File: src/rtl/gpm_pkg.sv
// Constants and types shared by the pin output multiplexer files
package gpm_pkg;

    localparam int PIN_COUNT = 2;
    localparam int RX_PORTS  = 4;
    localparam int TX_PORTS  = 2;
    localparam int ADDR_W    = 8;
    localparam int DATA_W    = 32;

    // Control register fields
    localparam int CTL_W       = 8;
    localparam int CTL_EN_BIT  = 0;
    localparam int CTL_VAL_BIT = 1;
    localparam int CTL_SRC_LSB = 2;
    localparam int CTL_SRC_MSB = 4;
    localparam int CTL_SEL_LSB = 5;
    localparam int CTL_SEL_MSB = 7;

    // Values after reset
    localparam logic [CTL_W-1:0]     CTL_RESET      = 8'h00;
    localparam logic [PIN_COUNT-1:0] INPUT_EN_RESET = 2'h3;

    // Register indexes, byte address is four times the index
    localparam logic [ADDR_W-1:0] IDX_INPUT_EN   = 8'h0E;
    localparam logic [ADDR_W-1:0] IDX_PIN_STATUS = 8'h0F;
    localparam logic [ADDR_W-1:0] IDX_PIN1_CTL   = 8'h11;
    localparam logic [ADDR_W-1:0] IDX_PIN2_CTL   = 8'h12;

    // Source group codes
    localparam logic [2:0] SRC_DEVICE   = 3'h4;
    localparam logic [2:0] SRC_RESERVED = 3'h5;
    localparam logic [2:0] SRC_TX0      = 3'h6;
    localparam logic [2:0] SRC_TX1      = 3'h7;

    // Select codes, receive port group
    localparam logic [2:0] SEL_RX_LOCK  = 3'h4;
    localparam logic [2:0] SEL_RX_PASS  = 3'h5;
    localparam logic [2:0] SEL_RX_FRAME = 3'h6;
    localparam logic [2:0] SEL_RX_LINE  = 3'h7;

    // Select codes, device status group
    localparam logic [2:0] SEL_DEV_SW         = 3'h0;
    localparam logic [2:0] SEL_DEV_LOCK_OR    = 3'h1;
    localparam logic [2:0] SEL_DEV_PASS_AND   = 3'h2;
    localparam logic [2:0] SEL_DEV_FRAME_SYNC = 3'h3;

    // Select codes, transmit port group
    localparam logic [2:0] SEL_TX_PASS_AND = 3'h0;
    localparam logic [2:0] SEL_TX_PASS_OR  = 3'h1;
    localparam logic [2:0] SEL_TX_FRAME    = 3'h2;
    localparam logic [2:0] SEL_TX_LINE     = 3'h3;
    localparam logic [2:0] SEL_TX_SYNC     = 3'h4;
    localparam logic [2:0] SEL_TX_IRQ      = 3'h5;

    // Bus responses
    localparam logic [1:0] RESP_OKAY   = 2'h0;
    localparam logic [1:0] RESP_SLVERR = 2'h2;

    typedef enum logic [2:0] {
        REG_NONE   = 3'b000,
        REG_PIN1   = 3'b001,
        REG_PIN2   = 3'b010,
        REG_INEN   = 3'b011,
        REG_STATUS = 3'b100
    } gpm_reg_e;

endpackage : gpm_pkg

File: src/rtl/gpm_out_mux.sv
// Source group and signal selection for one pin
`timescale 1ns/1ns
`default_nettype none
module gpm_out_mux
    import gpm_pkg::*;
(
    input  wire logic [2:0]            src,
    input  wire logic [2:0]            sel,
    input  wire logic                  sw_value,
    input  wire logic [RX_PORTS*4-1:0] rx_remote_gpio,
    input  wire logic [RX_PORTS-1:0]   rx_lock,
    input  wire logic [RX_PORTS-1:0]   rx_pass,
    input  wire logic [RX_PORTS-1:0]   rx_frame_valid,
    input  wire logic [RX_PORTS-1:0]   rx_line_valid,
    input  wire logic [RX_PORTS-1:0]   rx_port_enable,
    input  wire logic                  frame_sync_pulse,
    input  wire logic [TX_PORTS*4-1:0] tx_rx_select,
    input  wire logic [TX_PORTS-1:0]   tx_frame_valid,
    input  wire logic [TX_PORTS-1:0]   tx_line_valid,
    input  wire logic [TX_PORTS-1:0]   tx_synchronized,
    input  wire logic [TX_PORTS-1:0]   tx_interrupt,
    output logic                       level
);

    logic [1:0]          rx_idx;
    logic                tx_idx;
    logic [3:0]          rx_gpio4;
    logic [RX_PORTS-1:0] tx_sel_ports;
    logic [7:0]          rx_group;
    logic [7:0]          dev_group;
    logic [7:0]          tx_group;
    logic                is_rx;
    logic                is_dev;
    logic                is_tx;

    assign rx_idx = src[1:0];
    assign tx_idx = src[0];
    assign is_rx  = !src[2];
    assign is_dev = (src == SRC_DEVICE);
    assign is_tx  = (src == SRC_TX0) || (src == SRC_TX1);

    assign rx_gpio4 = rx_remote_gpio[{rx_idx, 2'b00} +: 4];
    assign rx_group[3:0] = rx_gpio4;
    assign rx_group[SEL_RX_LOCK]  = rx_lock[rx_idx];
    assign rx_group[SEL_RX_PASS]  = rx_pass[rx_idx];
    assign rx_group[SEL_RX_FRAME] = rx_frame_valid[rx_idx];
    assign rx_group[SEL_RX_LINE]  = rx_line_valid[rx_idx];

    assign dev_group[SEL_DEV_SW] = sw_value;
    assign dev_group[SEL_DEV_LOCK_OR] = |(rx_lock & rx_port_enable);
    assign dev_group[SEL_DEV_PASS_AND] = (|rx_port_enable) && (&(rx_pass | ~rx_port_enable));
    assign dev_group[SEL_DEV_FRAME_SYNC] = frame_sync_pulse;
    assign dev_group[7:4] = 4'h0;

    assign tx_sel_ports = tx_rx_select[{tx_idx, 2'b00} +: 4];
    assign tx_group[SEL_TX_PASS_AND] = (|tx_sel_ports) && (&(rx_pass | ~tx_sel_ports));
    assign tx_group[SEL_TX_PASS_OR]  = |(rx_pass & tx_sel_ports);
    assign tx_group[SEL_TX_FRAME] = tx_frame_valid[tx_idx];
    assign tx_group[SEL_TX_LINE]  = tx_line_valid[tx_idx];
    assign tx_group[SEL_TX_SYNC]  = tx_synchronized[tx_idx];
    assign tx_group[SEL_TX_IRQ]   = tx_interrupt[tx_idx];
    assign tx_group[7:6] = 2'h0;

    // Select within group, reserved group low
    assign level = is_rx  ? rx_group[sel]  :
                   is_dev ? dev_group[sel] :
                   is_tx  ? tx_group[sel]  : 1'b0;

endmodule : gpm_out_mux
`default_nettype wire

File: src/rtl/gpm_pin_ctrl.sv
// AXI4-Lite register block and output control for two general-purpose pins
// Notes on behaviour
// - Bits 4:2 pick receive, status or transmit group
// - Bits 7:5 pick signal within that group
// - Receive group codes 0-3 give remote signals
// - Receive group 4 lock, 5 pass
// - Receive group 6 frame valid, 7 line
// - Status group 0 gives software value
// - Status group 1 ORs enabled port locks
// - Status group 2 ANDs enabled port passes
// - Status group routes frame sync pulse
// - Status group codes 4 to 7 reserved
// - Transmit group 0 AND, 1 OR pass
// - Transmit group 2 frame, 3 line sending
// - Transmit group 4 multi-port synchronized
// - Transmit group 5 interrupt, 6 and 7 reserved
// - Bit 1 is the software output value
// - Bit 0 enables the pin driver
// - Control register at 0x11, resets zero
// - Input enable per pin, resets enabled
`timescale 1ns/1ns
`default_nettype none
module gpm_pin_ctrl
    import gpm_pkg::*;
(
    input  wire logic                  aclk,
    input  wire logic                  aresetn,
    input  wire logic [ADDR_W-1:0]     s_axi_awaddr,
    input  wire logic [2:0]            s_axi_awprot,
    input  wire logic                  s_axi_awvalid,
    output logic                       s_axi_awready,
    input  wire logic [DATA_W-1:0]     s_axi_wdata,
    input  wire logic [3:0]            s_axi_wstrb,
    input  wire logic                  s_axi_wvalid,
    output logic                       s_axi_wready,
    output logic [1:0]                 s_axi_bresp,
    output logic                       s_axi_bvalid,
    input  wire logic                  s_axi_bready,
    input  wire logic [ADDR_W-1:0]     s_axi_araddr,
    input  wire logic [2:0]            s_axi_arprot,
    input  wire logic                  s_axi_arvalid,
    output logic                       s_axi_arready,
    output logic [DATA_W-1:0]          s_axi_rdata,
    output logic [1:0]                 s_axi_rresp,
    output logic                       s_axi_rvalid,
    input  wire logic                  s_axi_rready,
    input  wire logic [RX_PORTS*4-1:0] rx_remote_gpio,
    input  wire logic [RX_PORTS-1:0]   rx_lock,
    input  wire logic [RX_PORTS-1:0]   rx_pass,
    input  wire logic [RX_PORTS-1:0]   rx_frame_valid,
    input  wire logic [RX_PORTS-1:0]   rx_line_valid,
    input  wire logic [RX_PORTS-1:0]   rx_port_enable,
    input  wire logic                  frame_sync_pulse,
    input  wire logic [TX_PORTS*4-1:0] tx_rx_select,
    input  wire logic [TX_PORTS-1:0]   tx_frame_valid,
    input  wire logic [TX_PORTS-1:0]   tx_line_valid,
    input  wire logic [TX_PORTS-1:0]   tx_synchronized,
    input  wire logic [TX_PORTS-1:0]   tx_interrupt,
    input  wire logic [PIN_COUNT-1:0]  pin_in,
    output logic      [PIN_COUNT-1:0]  pin_out,
    output logic      [PIN_COUNT-1:0]  pin_oe,
    output logic      [PIN_COUNT-1:0]  pin_input_data
);

    // Register index decode from a byte address
    function automatic gpm_reg_e decode_reg(input logic [ADDR_W-1:0] a);
        gpm_reg_e r;
        r = REG_NONE;
        if (a[ADDR_W-1:2] == IDX_PIN1_CTL[ADDR_W-3:0]) begin
            r = REG_PIN1;
        end else if (a[ADDR_W-1:2] == IDX_PIN2_CTL[ADDR_W-3:0]) begin
            r = REG_PIN2;
        end else if (a[ADDR_W-1:2] == IDX_INPUT_EN[ADDR_W-3:0]) begin
            r = REG_INEN;
        end else if (a[ADDR_W-1:2] == IDX_PIN_STATUS[ADDR_W-3:0]) begin
            r = REG_STATUS;
        end
        return r;
    endfunction : decode_reg

    logic [CTL_W-1:0]     ctl [PIN_COUNT];
    logic [PIN_COUNT-1:0] pin_input_enable;
    logic [PIN_COUNT-1:0] pin_in_sync;
    logic [PIN_COUNT-1:0] mux_level;

    logic                 aw_held;
    logic [ADDR_W-1:0]    aw_addr_q;
    logic                 w_held;
    logic [DATA_W-1:0]    w_data_q;
    logic [3:0]           w_strb_q;

    logic                 aw_take;
    logic                 w_take;
    logic                 aw_have;
    logic                 w_have;
    logic                 do_write;
    logic [ADDR_W-1:0]    wr_addr;
    logic [DATA_W-1:0]    wr_data;
    logic [3:0]           wr_strb;
    gpm_reg_e             wr_sel;
    logic                 wr_ok;
    logic                 wr_low_byte;

    logic                 ar_take;
    gpm_reg_e             rd_sel;
    logic [DATA_W-1:0]    rd_word;
    logic [DATA_W-1:0]    status_word;

    // Write channel acceptance
    assign s_axi_awready = !aw_held && !s_axi_bvalid;
    assign s_axi_wready  = !w_held && !s_axi_bvalid;
    assign aw_take       = s_axi_awvalid && s_axi_awready;
    assign w_take        = s_axi_wvalid && s_axi_wready;
    assign aw_have       = aw_held || aw_take;
    assign w_have        = w_held || w_take;
    assign do_write      = aw_have && w_have && !s_axi_bvalid;
    assign wr_addr       = aw_held ? aw_addr_q : s_axi_awaddr;
    assign wr_data       = w_held ? w_data_q : s_axi_wdata;
    assign wr_strb       = w_held ? w_strb_q : s_axi_wstrb;
    assign wr_sel        = decode_reg(wr_addr);
    assign wr_ok         = (wr_sel != REG_NONE) && (wr_sel != REG_STATUS);
    assign wr_low_byte   = do_write && wr_strb[0];

    always_ff @(posedge aclk) begin
        if (!aresetn) begin
            aw_held   <= 1'b0;
            aw_addr_q <= '0;
        end else if (do_write) begin
            aw_held   <= 1'b0;
        end else if (aw_take) begin
            aw_held   <= 1'b1;
            aw_addr_q <= s_axi_awaddr;
        end
    end

    always_ff @(posedge aclk) begin
        if (!aresetn) begin
            w_held   <= 1'b0;
            w_data_q <= '0;
            w_strb_q <= '0;
        end else if (do_write) begin
            w_held   <= 1'b0;
        end else if (w_take) begin
            w_held   <= 1'b1;
            w_data_q <= s_axi_wdata;
            w_strb_q <= s_axi_wstrb;
        end
    end

    // Write response
    always_ff @(posedge aclk) begin
        if (!aresetn) begin
            s_axi_bvalid <= 1'b0;
            s_axi_bresp  <= RESP_OKAY;
        end else if (do_write) begin
            s_axi_bvalid <= 1'b1;
            s_axi_bresp  <= wr_ok ? RESP_OKAY : RESP_SLVERR;
        end else if (s_axi_bready) begin
            s_axi_bvalid <= 1'b0;
        end
    end

    always_ff @(posedge aclk) begin
        if (!aresetn) begin
            ctl[0] <= CTL_RESET;
            ctl[1] <= CTL_RESET;
        end else if (wr_low_byte && wr_sel == REG_PIN1) begin
            ctl[0] <= wr_data[CTL_W-1:0];
        end else if (wr_low_byte && wr_sel == REG_PIN2) begin
            ctl[1] <= wr_data[CTL_W-1:0];
        end
    end

    always_ff @(posedge aclk) begin
        if (!aresetn) begin
            pin_input_enable <= INPUT_EN_RESET;
        end else if (wr_low_byte && wr_sel == REG_INEN) begin
            pin_input_enable <= wr_data[PIN_COUNT-1:0];
        end
    end

    // Read channel
    assign s_axi_arready = !s_axi_rvalid;
    assign ar_take       = s_axi_arvalid && s_axi_arready;
    assign rd_sel        = decode_reg(s_axi_araddr);
    assign status_word   = {26'h0, pin_oe, pin_out, pin_input_data};
    assign rd_word = (rd_sel == REG_PIN1)   ? {24'h0, ctl[0]} :
                     (rd_sel == REG_PIN2)   ? {24'h0, ctl[1]} :
                     (rd_sel == REG_INEN)   ? {30'h0, pin_input_enable} :
                     (rd_sel == REG_STATUS) ? status_word : 32'h0;

    always_ff @(posedge aclk) begin
        if (!aresetn) begin
            s_axi_rvalid <= 1'b0;
            s_axi_rdata  <= '0;
            s_axi_rresp  <= RESP_OKAY;
        end else if (ar_take) begin
            s_axi_rvalid <= 1'b1;
            s_axi_rdata  <= rd_word;
            s_axi_rresp  <= (rd_sel == REG_NONE) ? RESP_SLVERR : RESP_OKAY;
        end else if (s_axi_rready) begin
            s_axi_rvalid <= 1'b0;
        end
    end

    // Input path
    gpm_sync u_sync (
        .aclk     (aclk),
        .aresetn  (aresetn),
        .async_in (pin_in),
        .sync_out (pin_in_sync)
    );

    always_ff @(posedge aclk) begin
        if (!aresetn) begin
            pin_input_data <= '0;
        end else begin
            pin_input_data <= pin_in_sync & pin_input_enable;
        end
    end

    // Output multiplexer per pin
    for (genvar k = 0; k < PIN_COUNT; k++) begin : g_pin
        gpm_out_mux u_mux (
            .src              (ctl[k][CTL_SRC_MSB:CTL_SRC_LSB]),
            .sel              (ctl[k][CTL_SEL_MSB:CTL_SEL_LSB]),
            .sw_value         (ctl[k][CTL_VAL_BIT]),
            .rx_remote_gpio   (rx_remote_gpio),
            .rx_lock          (rx_lock),
            .rx_pass          (rx_pass),
            .rx_frame_valid   (rx_frame_valid),
            .rx_line_valid    (rx_line_valid),
            .rx_port_enable   (rx_port_enable),
            .frame_sync_pulse (frame_sync_pulse),
            .tx_rx_select     (tx_rx_select),
            .tx_frame_valid   (tx_frame_valid),
            .tx_line_valid    (tx_line_valid),
            .tx_synchronized  (tx_synchronized),
            .tx_interrupt     (tx_interrupt),
            .level            (mux_level[k])
        );

        always_ff @(posedge aclk) begin
            if (!aresetn) begin
                pin_out[k] <= 1'b0;
                pin_oe[k]  <= 1'b0;
            end else begin
                pin_out[k] <= mux_level[k];
                pin_oe[k]  <= ctl[k][CTL_EN_BIT];
            end
        end
    end

    // Checks on pin one
    logic [2:0] p_src;
    logic [2:0] p_sel;
    assign p_src = ctl[0][CTL_SRC_MSB:CTL_SRC_LSB];
    assign p_sel = ctl[0][CTL_SEL_MSB:CTL_SEL_LSB];
endmodule : gpm_pin_ctrl
`default_nettype wire

File: src/rtl/gpm_sync.sv
// Two flip-flop synchroniser for the pin inputs
`timescale 1ns/1ns
`default_nettype none
module gpm_sync
    import gpm_pkg::*;
(
    input  wire logic                 aclk,
    input  wire logic                 aresetn,
    input  wire logic [PIN_COUNT-1:0] async_in,
    output logic      [PIN_COUNT-1:0] sync_out
);

    logic [PIN_COUNT-1:0] meta;

    always_ff @(posedge aclk) begin
        if (!aresetn) begin
            meta     <= '0;
            sync_out <= '0;
        end else begin
            meta     <= async_in;
            sync_out <= meta;
        end
    end

endmodule : gpm_sync
`default_nettype wire

File: config.mk
export PLATFORM = sky130hd
export DESIGN_NAME = gpm_pin_ctrl
export DESIGN_NICKNAME = d
export VERILOG_FILES = /design/src/rtl/gpm_pkg.sv /design/src/rtl/gpm_out_mux.sv /design/src/rtl/gpm_pin_ctrl.sv /design/src/rtl/gpm_sync.sv
export SDC_FILE = /design/constraint.sdc
export NUM_CORES = 1
export LEC_CHECK = 0
export BUFFER_PORTS_ARGS = -buffer_cell sky130_fd_sc_hd__buf_2
export CORE_MARGIN = 5
export CORE_UTILIZATION = 25
export DETAILED_ROUTE_END_ITERATION = 10
export HOLD_SLACK_MARGIN = 0.03
export REMOVE_ABC_BUFFERS = 1
export SLEW_MARGIN = 15
export SYNTH_ARGS = -nofsm -noshare
export SYNTH_HDL_FRONTEND = slang
export SYNTH_SLANG_ARGS = --single-unit
File: constraint.sdc
create_clock -name aclk -period 2.8 [get_ports aclk]
set_input_delay 0.42 -clock aclk [delete_from_list [all_inputs] [get_ports aclk]]
set_output_delay 0.42 -clock aclk [all_outputs]
set_load 0.02 [all_outputs]
**Yosys cells after proc, flatten, opt, wreduce, memory -nomap -nowiden**

Memory sizes are Yosys's and may differ from the RTL's.
Index checks and enable logic that the tools add are counted.

- Bitwise operators: 14
- Equal/unequal tests: 22
- Mux-type cells: 81
- Reductions and logical operators: 39
- Shift operators: 4
- $lt $le $gt $ge: 6

Operators by type and width:

| kind | count |
|---|---|
| two-way mux 1 bit | 49 |
| two-way mux 8 bit | 6 |
| variable part select 16 x 5 -> 4 bit | 2 |
| == test 6 x 4 -> 1 bit (second input constant) | 4 |
| == test 6 x 5 -> 1 bit (second input constant) | 4 |
| two-way mux 3 bit | 8 |
| OR reduction 4 bit | 6 |
| == test 3 bit (second input constant) | 7 |
| binary-select mux 1 bit (select 3 bit) | 6 |
| binary-select mux 1 bit (select 2 bit) | 8 |
| variable part select 8 x 4 -> 4 bit | 2 |
| logical AND 1 bit | 15 |
| AND 4 bit | 3 |
| == test 3 x 2 -> 1 bit (second input constant) | 4 |
| two-way mux 6 bit | 2 |
| NOT 4 bit | 3 |
| bitwise OR 4 bit | 3 |
| AND reduction 4 bit | 3 |
| less-than comparator 3 x 4 -> 1 bit (second input constant) | 2 |
| == test 3 x 1 -> 1 bit (second input constant) | 2 |
| less-than comparator 2 x 3 -> 1 bit (second input constant) | 2 |
| zero test 1 bit | 4 |
| logical OR 1 bit | 4 |
| less-than comparator 1 x 2 -> 1 bit (second input constant) | 2 |
| other kinds (10) | 15 |

- Logic and storage cells: 185
- Output and inout port bits: 47
- RAM bits: 16
- Register bits: 69
- Input bits: 120
- Memories: 1

Memory list:

| memory | words | width | rd ports | clocked after Yosys merged registers in | wr ports | RTL line | text |
|---|---|---|---|---|---|---|---|
| ctl | 2 | 8 | 2 | 0 | 2 | gpm_pin_ctrl.sv:81 | `logic [CTL_W-1:0] ctl [PIN_COUNT];` |

**Depth between registers and ports, before layout**

Gate-level depths: netlist of run 1.

- Word-level depth: 13
- Mapped depth: 7
- Mapped depth without buffers: 5

**By module**

A second synthesis of run 1 with hierarchy kept.

- Cell total of the unflattened synthesis: 377
- Area, all modules: 3818.7 um^2

Modules (own cells, without submodules):

| module | sequential area each (um^2) | area an instance (um^2) | times used | cells each |
|---|---|---|---|---|
| gpm_pin_ctrl | 1221.2 | 2549.9 | 1 | 245 |
| gpm_out_mux | 0.0 | 581.8 | 2 | 62 |
| gpm_sync | 80.1 | 105.1 | 1 | 8 |

**Worst setup path before layout of run 1**

Ideal clock, no wire load.

- Path kind: register -> register
- Start: register aw_held
- End: memory ctl[1][2], in the netlist ctl[0][10] (enable)
- Path buffers: 1
- Setup time: 384 ps
- Clock period less this slack: 2025 ps
- Stages on the path, launching flop included: 6
- Data required time: 2416 ps
- Arrival time: 1641 ps
- Path slack: 775 ps
- Cell sequence: dfxtp_1 buf_2 o221ai_1 nor2_1 nand2_1 o21ai_0

RTL lines:

| what | RTL line | text |
|---|---|---|
| start, declared | gpm_pin_ctrl.sv:86 | `logic aw_held;` |
| start signal, assigned | gpm_pin_ctrl.sv:126 | `aw_held <= 1'b0;` |
| start signal, assigned | gpm_pin_ctrl.sv:129 | `aw_held <= 1'b0;` |
| start signal, assigned | gpm_pin_ctrl.sv:131 | `aw_held <= 1'b1;` |
| end, declared | gpm_pin_ctrl.sv:81 |  |

==> impl_metrics.toml, run 1 <==
[setup_path]
crit_path_top_delay_cell = "edfxtp_1"
crit_family = "flip-flops"
r2r_cells = 5
startpoint_type = "flip-flop"
cp.required_ns = 3.04
cp.depth = 5
critical_path_class = "flip-flop to flip-flop"
critPathMaxFanout = 15
end_kind = "flip-flop"
path_cells = "mux2_1 -> a22oi_1 -> a211oi_1 -> a2111o_1 -> o22ai_1"
arrival_ns = 2.53
critical_path.max_stage_delay_ns = 0.92
worst-path-buf-inv = 0

[grt]
grt_pass1_vias = 3132
grt_pass1_wl_um = 15880
grt_max_degree = 23
antenna_found_initial = 2
overflow = 0
track_usage_pct = 12.08

[sta]
rsz0062_at_grt = "false"
slew_headroom_pct = 41.25
whs_ns = 0.2933
drv_slew = 0
fin_ws_ns = 0.5171
period_share_pct = 81.53
worst_pin_slew_ns = 0.8812
hold_violations = 0
clock_skew_ns = 0.006533
fmax_ghz = 0.4380
post-route-min-period_ns = 2.283
fin_tns_setup_ns = 0
setup_viol = 0

[finish]
layout_commonest_cell = "buf_2"
stdcell_area_mm2 = 0.004431
multi_input_area_mm2 = 0.002047
utilization_pct = 31.67
diodes = 0
seqCellArea_mm2 = 0.001301
final_cell_mix = "buf_2 (103), nor2_1 (46), dfxtp_1 (41), mux2i_1 (35), conb_1 (26)"
layout-drive-gt1-share_pct = 32.61
n_fill_cell = 1444
area_growth_pct = 23.60
nets = 575

[floorplan]
initial_core_util_pct = 25.63
rows = 43
core_mm2 = 0.01399
die_w_um = 129.7
ios = 167
die-area_mm2 = 0.01683
die_y_um = 129.7

[route]
remaining_drc_errors = 0
vias_per_cell = 4.883
drt_first_pass_iters = 7
first_iter_violations = 222
ant_nets = 0
wl_um = 10150
num_vias = 3125
routedWlPerCell_um = 15.86

[clocking]
path_clk_slew_ns = 0.05
clock_latency_ns = 0.32
cts.path.max_buffers = 2
cts_resized = 0
cts_buffers = 9
cts_tree = "done"
cts.root.buffer_cell = "clkbuf_16"
post_cts.repair.setup_buffers = 0
cts_max_level = 3
hold_buffers = 0
clock_sinks = 57

[power]
p_leak_nw = 1.901
power.density_mw_per_mm2 = 514.9
vdd.ir_drop.worst_uv = 332.0

[run_status]
status = "finished clean"

[synth]
synth_top_area_cell = "dfxtp_1"
ys_seq_elements = 57
synth_edf_count = 16
synth_cell_types = 56
syn_avg_cell_area_um2 = 10.13
ys_top_cells_by_area = "dfxtp_1 (23%), edfxtp_1 (13%), mux4_2 (11%), mux2i_1 (9.8%), buf_4 (5.7%)"
syn_inst = 354
syn_area_mm2 = 0.003585
ys_seq_area_share_pct = 36.30
synthDominantCellAreaShare_pct = 22.90
yosys_most_used_dff = "dfxtp_1"
async_flop_share_pct = 0
yosys_warnings = 0

[place]
dpl.hpwl_um = 7880
portBuffers = 103
gp_congestion = 0.7760
place_area_mm2 = 0.004175
dp_slack_ns = 0.5061

[hold_path]
hold_depth = 2
min_path_type = "input pin to flip-flop"

[flow_run]
drv_cap = 0
[final cells by class]
type / count / share of cell area, %
clock buffer: 11 / 5.253
clock inverter: 5 / 0.5083
inverter: 11 / 0.9319
multi-input combinational: 267 / 46.20
sequential: 57 / 29.37
tap: 180 / 5.083
timing repair buffer: 109 / 12.65
[kinds of logic after synthesis]
logic type | synth area share, %
AND/OR/NAND/NOR | 16.37
AO/OA/AOI/OAI | 13.47
multiplexers | 24.54
flip-flops | 36.30
buffers and inverters | 9.214
other | 0.1046
[where the power goes]
part / switching (W) / internal [W]
logic: 0.000227 / 0.000185
clock network: 0.000343 / 0.000585
registers: 0.0000494 / 0.000892
total: 0.000619 / 0.00166
[synth_stat cells, drive strengths merged, types with 9 or more instances]
master and n:
a21oi 14, and2 9, buf 36, dfxtp 41, edfxtp 16, inv 11, mux2 10, mux2i 35
mux4 18, nand2 17, nor2 46, nor3 9, o21ai 11
[routing by layer]
metal | GRT usage [%] | vias up | routed length, um
li1 | - | 1488 | -
met1 | 14.70 | 1492 | 4187
met2 | 19.81 | 120 | 4938
met3 | 4.421 | 21 | 816
met4 | 4.156 | 4 | 187
met5 | 0 | - | 21
[worst reg2reg max path, cell delays in order (launching register included)]
cell and delay [ns]:
edfxtp_1 0.92, mux2_1 0.44, a22oi_1 0.18, a211oi_1 0.10, a2111o_1 0.43, o22ai_1 0.15
[state kept, by name, summed over array words and instances (netlist names), 2 cells and up]
name,flops
pin_input_enable,2
pin_out,2
pin_input_data,2
s_axi_rdata,8
u_sync.meta,2
ctl,16
pin_oe,2
aw_addr_q,6
w_data_q,8
u_sync.sync_out,2
[metrics by stage]
step	power, W	instances
floorplan	0.001200	335
global placement	0.001356	624
detailed placement	0.001369	624
CTS	0.002311	640
global route	0.002397	640
finish	0.002281	640
[final timing paths]
check,end,startpoint,slack [ns]
worst min register to register,u_sync.sync_out[1]$_SDFF_PN0_,u_sync.meta[1]$_SDFF_PN0_,0.43
worst max register to register,pin_out[1]$_SDFF_PN0_,ctl[0][10]$_DFFE_PP_,0.52
worst max-delay path,pin_out[1]$_SDFF_PN0_,ctl[0][10]$_DFFE_PP_,0.52
worst min-delay path,s_axi_rvalid$_SDFFE_PN0P_,s_axi_rready,0.29
(Power assumes the default switching activity.)
==> inputs of run 2 (changes only) <==
--- a/config.mk
+++ b/config.mk
@@ -5,6 +5,7 @@
 export SDC_FILE = /design/constraint.sdc
 export NUM_CORES = 1
 export LEC_CHECK = 0
+export ABC_AREA = 1
 export BUFFER_PORTS_ARGS = -buffer_cell sky130_fd_sc_hd__buf_2
 export CORE_MARGIN = 5
 export CORE_UTILIZATION = 25
==> constraint.sdc (replaced) <==
create_clock -name aclk -period 2.05 [get_ports aclk]
set_input_delay 0.3075 -clock aclk [delete_from_list [all_inputs] [get_ports aclk]]
set_output_delay 0.3075 -clock aclk [all_outputs]
set_load 0.02 [all_outputs]
==> impl_metrics.toml, run 2 <==
[place]
portBuffers = 103
dp.cells = 851
gp_congestion = 0.8048
dpl.hpwl_um = 9100

[route]
wl_um = 11400
ant_nets = 0
first_iter_violations = 183
drt_first_pass_iters = 5
num_vias = 3867
routedWlPerCell_um = 13.15
remaining_drc_errors = 0
vias_per_cell = 4.460

[power]
power.density_mw_per_mm2 = 772.3
p_leak_nw = 2.343
power_w = 0.003749
vdd.ir_drop.worst_uv = 517.6

[hold_path]
min_from = "pin_in[1]"
hold_depth = 3
min_path_type = "input pin to flip-flop"
min_delay_worst_endpoint = "u_sync.meta[1]$_SDFF_PN0_"

[grt]
overflow = 0
track_usage_pct = 12.49
grt_max_degree = 26
grt_pass1_vias = 3771
grt_pass1_wl_um = 18240
antenna_found_initial = 0

[setup_path]
critical_path_class = "flip-flop to flip-flop"
crit_path_top_delay_cell = "dfxtp_2"
r2r_cells = 6
cp.required_ns = 2.08
r2r_slack_ns = 0.32
critPathMaxFanout = 9
end_kind = "flip-flop"
r2r_start = "aw_held$_SDFFE_PP0P_"
critical_path.max_stage_delay_ns = 0.48
path_cells = "mux2i_1 -> nand2_2 -> nor3_1 -> nand2_1 -> nand2_1 -> buf_12"
timing.rr.end = "ctl[0][3]$_DFFE_PP_"
path_common_cell = "nand2_1"
startpoint_type = "flip-flop"
arrival_ns = 1.76

[sta]
fmax_ghz = 0.5785
setup_viol = 0
slew_headroom_pct = 68.45
fin_tns_setup_ns = 0
worst_pin_slew_ns = 0.4601
post-route-min-period_ns = 1.729
drv_slew = 0
hold_violations = 0
clock_skew_ns = 0.008264
rsz0062_at_grt = "false"
period_share_pct = 84.33

[clocking]
cts.root.buffer_cell = "clkbuf_16"
path_clk_slew_ns = 0.05
cts_tree = "done"
clock_sinks = 57
cts_max_level = 3
clock_latency_ns = 0.32
cts.path.max_buffers = 2
cts_buffers = 9

[synth]
yosys_warnings = 0
syn_area_mm2 = 0.003831
synth_cell_types = 39
ys_seq_area_share_pct = 33.96
ys_top_cells_by_area = "dfxtp_1 (21%), nand2_1 (15%), edfxtp_1 (13%), nand3_1 (6.0%), buf_4 (5.9%)"
synth_edf_count = 16
synthDominantCellAreaShare_pct = 21.42
async_flop_share_pct = 0
syn_avg_cell_area_um2 = 6.793
synth_top_area_cell = "dfxtp_1"
ys_seq_elements = 57
yosys_most_used_dff = "dfxtp_1"
syn_inst = 564
synth_top_cells_by_count = "nand2_1 (149), inv_1 (59), nor2_1 (54), nand3_1 (46), dfxtp_1 (41)"
synth_most_common_cell = "nand2_1"

[finish]
n_fill_cell = 1658
regMostFlops = "ctl"
largest_reg_flops = 16
utilization_pct = 32.17
area_growth_pct = 26.71
layout_commonest_cell = "nand2_1"
top_regs = "ctl: 16 flops, s_axi_rdata: 8 flops, w_data_q: 8 flops"
nets = 794
final_cell_mix = "nand2_1 (149), buf_2 (103), inv_1 (59), nor2_1 (54), nand3_1 (46)"
fin_cells = 867
diodes = 0
layout-drive-gt1-share_pct = 24.89

[floorplan]
die_y_um = 133.8
rows = 45
initial_core_util_pct = 25.39
die-area_mm2 = 0.01790
ios = 167
die_w_um = 133.8
core_mm2 = 0.01509

[run_status]
status = "finished clean"

[flow_run]
drv_cap = 0
run 2: cell count changes after synthesis, moves of 9 or more:
cell / previous run / this run
mux4_2: 18 / 0
inv_1: 11 / 59
nand4_1: 1 / 21
o211ai_1: 2 / 12
o21ai_0: 9 / 26
mux2i_1: 35 / 6
nand2_1: 17 / 149
nand3_1: 4 / 46
a21oi_1: 14 / 30
inv_2: 0 / 11
and2_1: 9 / 0
run 2: how the worst max path moves through the flow:
stage	from	endpoint	slack, ns	depth (start not counted)
2_1_floorplan	aw_held$_SDFFE_PP0P_	ctl[0][0]$_DFFE_PP_	0.21	5
3_3_place_gp	aw_held$_SDFFE_PP0P_	ctl[0][6]$_DFFE_PP_	0.15	6
3_5_place_dp	aw_held$_SDFFE_PP0P_	ctl[0][6]$_DFFE_PP_	0.15	6
4_1_cts	aw_held$_SDFFE_PP0P_	ctl[0][3]$_DFFE_PP_	0.14	6
5_1_grt	aw_held$_SDFFE_PP0P_	ctl[0][3]$_DFFE_PP_	0.16	6
6_report	aw_held$_SDFFE_PP0P_	ctl[0][3]$_DFFE_PP_	0.32	6
run 2: stage by stage:
step	setup WS (ns)	hold WS, ns	instance area, um^2
2_1_floorplan	0.2091	0.3900	3611
3_3_place_gp	0.1451	0.3951	4519
3_5_place_dp	0.1537	0.3976	4519
4_1_cts	0.1366	0.1592	4853
5_1_grt	0.1635	0.1800	4855
6_report	0.3213	0.1753	4855
run 2: cell type report:
type                       count  area, um^2  share of cell area, %
clock inverter                 2       60.06                  1.237
inverter                      71       266.5                  5.490
sequential                    57        1303                  26.83
multi-input combinational    416        2043                  42.09
clock buffer                  14       274.0                  5.644
timing repair buffer         119       673.1                  13.87
tap                          188       235.2                  4.845
run 2: what timing repair did:
item / 4_1_cts / 5_1_grt
resized for setup: 0 / 1
buffers inserted: 0 / 0
hold buffers: 0 / 0
endpoints found under the setup margin: 0 / 8
run 2: kinds of logic after synthesis:
| group | Yosys count | share of synthesized area (%) |
|---|---|---|
| flops | 57 | 33.96 |
| simple gates | 288 | 33.47 |
| other cells | 1 | 0.09788 |
| mux | 7 | 1.927 |
| buf+inv | 116 | 15.15 |
| compound gates | 95 | 15.38 |
run 2: where the power goes:
part	total, W	switching [W]	internal [W]
Clock	0.00163	0.000473	0.00116
Sequential	0.00133	0.0000734	0.00125
Combinational	0.000788	0.000502	0.000285
Total	0.00375	0.00105	0.00270
run 2: layer usage:
| layer | wire, um | global-route usage, % |
|---|---|---|
| met5 | 0 | 0 |
| met4 | 106 | 3.371 |
| met3 | 797 | 3.488 |
| met2 | 5444 | 21.25 |
| met1 | 5054 | 15.55 |
run 2: critical path, delay by kind of cell (launching register included):
kind,cells,cell delay (ns)
AND/OR/NAND/NOR,4,0.52
multiplexers,1,0.30
flip-flops,1,0.48
buffers and inverters,1,0.13
==> inputs of run 3 (changes only) <==
==> constraint.sdc (replaced) <==
create_clock -name aclk -period 1.7 [get_ports aclk]
set_input_delay 0.255 -clock aclk [delete_from_list [all_inputs] [get_ports aclk]]
set_output_delay 0.255 -clock aclk [all_outputs]
set_load 0.02 [all_outputs]
==> impl_metrics.toml, run 3 (synthesis results as in run 2) <==
[route]
ant_nets = 0
routedWlPerCell_um = 13.35
vias_per_cell = 4.477
first_iter_violations = 232
wl_um = 11860
drt_first_pass_iters = 5
remaining_drc_errors = 0
num_vias = 3976

[sta]
drv_slew = 0
period_share_pct = 96.58
fmax_ghz = 0.6091
whs_ns = 0.1254
worst_pin_slew_ns = 0.4739
rsz0062_at_grt = "true"
clock_skew_ns = 0.006962
slew_headroom_pct = 67.50
fin_ws_ns = 0.05819
post-route-min-period_ns = 1.642
setup_viol = 0
hold_violations = 0

[clocking]
cts.path.max_buffers = 2
hold_buffers = 0
cts_max_level = 3
clock_latency_ns = 0.32
cts_buffers = 9
path_clk_slew_ns = 0.05
cts_tree = "done"
cts.root.buffer_cell = "clkbuf_16"
clock_sinks = 57

[finish]
diodes = 0
layout_commonest_cell = "nand2_1"
largest_reg_flops = 16
n_fill_cell = 1670
area_growth_pct = 31.58
final_cell_mix = "nand2_1 (148), buf_2 (104), inv_1 (59), nor2_1 (54), nand3_1 (46)"
layout-drive-gt1-share_pct = 27.71
nets = 815
top_regs = "ctl: 16 flops, s_axi_rdata: 8 flops, w_data_q: 8 flops"
fin_cells = 888
regMostFlops = "ctl"
multi_input_area_mm2 = 0.002091
seqCellArea_mm2 = 0.001305

[setup_path]
arrival_ns = 1.67
startpoint_type = "flip-flop"
end_kind = "flip-flop"
critical_path_class = "flip-flop to flip-flop"
path_cells = "buf_4 -> nor2_4 -> a21oi_2 -> nor2_1 -> nand2_2 -> nor2_8 -> nand3_1 -> nand2_1 -> buf_12"
crit_path_top_delay_cell = "dfxtp_4"
critPathMaxFanout = 8
cp.required_ns = 1.73
critical_path.max_stage_delay_ns = 0.39
r2r_slack_ns = 0.06

[floorplan]
initial_core_util_pct = 25.39
core_mm2 = 0.01509
die_w_um = 133.8
rows = 45
die_y_um = 133.8
die-area_mm2 = 0.01790
ios = 167

[flow_run]
drv_cap = 0

[place]
dp.cells = 866
dp_slack_ns = -0.1247
dpl.hpwl_um = 9270
gp_congestion = 0.8379
portBuffers = 103

[power]
vdd.ir_drop.worst_uv = 812.9
swShare_pct = 29.59
combPwrFrac_pct = 24.1
power.density_mw_per_mm2 = 868.6
clkPwrFrac_pct = 39.4
p_leak_nw = 2.443
seq_power_share_pct = 36.5
p_int_w = 0.003083
p_switching_w = 0.001296

[hold_path]
min_path_type = "input pin to flip-flop"

[grt]
grt_max_degree = 21
overflow = 0
grt_pass1_vias = 3819
track_usage_pct = 12.84
grt_pass1_wl_um = 18720
antenna_found_initial = 0

[run_status]
status = "finished clean"
run 3: cell count changes in the layout (fill, tap and decap cells not counted), sizes merged:
cell,change
bufinv,-1
clkbuf,-2
clkinv,+5
inv,-2
buf,+21
run 3: area by class of cell:
cell class              count  area share (%)
clock buffers              12           4.890
multi-input cells         416           41.47
well taps                 188           4.666
inverters                  71           5.485
clock inverters             4          0.8687
flip-flops and latches     57           25.89
repair buffers            140           16.73
run 3: final timing paths:
kind,start,endpoint,depth (start not counted)
max,aw_held$_SDFFE_PP0P_,ctl[0][15]$_DFFE_PP_,9
min,pin_in[1],u_sync.meta[1]$_SDFF_PN0_,3
max reg2reg,aw_held$_SDFFE_PP0P_,ctl[0][15]$_DFFE_PP_,9
min reg2reg,u_sync.meta[0]$_SDFF_PN0_,u_sync.sync_out[0]$_SDFF_PN0_,2
run 3: layer usage:
metal  up-vias  part of all wire (%)  GRT usage, %
li1       2074                     -             -
met1      1763                    44         16.69
met2       132                    48         21.59
met3         7                   7.0         3.376
met4         0                  0.37         2.571
met5         -                     0             0
run 3: metrics by stage:
| step | total power [W] | instance area (um^2) | utilization [%] | setup TNS, ns |
|---|---|---|---|---|
| after floorplan | 0.002221 | 3611 | - | -1.802 |
| after global placement | 0.002641 | 4632 | 30.70 | -1.539 |
| after detailed placement | 0.002643 | 4632 | 30.70 | -2.076 |
| after CTS | 0.004388 | 4927 | 32.65 | 0 |
| after global routing | 0.004618 | 5041 | 33.41 | -0.3248 |
| final | 0.004379 | 5041 | 33.41 | 0 |
run 3: timing repair:
item,4_1_cts,5_1_grt
pin swaps,0,1
setup buffers,0,5
gates resized for setup,2,17
endpoints found under the setup margin,34,30
cloned,0,1
run 3: worst max-delay path, delay by kind of cell, from the launching register on:
family                 cells  cell delay (ns)
AOI/OAI and AO/OA          1             0.06
buffers and inverters      2             0.29
DFF                        1             0.39
and+or+nand+nor            6             0.61
run 3: power by group through the flow:
stage	Sequential, W	Clock, W	Combinational (W)
floorplan	0.00166	0	0.000560
global route	0.00161	0.00184	0.00117
detailed placement	0.00162	0	0.00102
global placement	0.00162	0	0.00102
finish	0.00160	0.00172	0.00106
CTS	0.00160	0.00176	0.00103
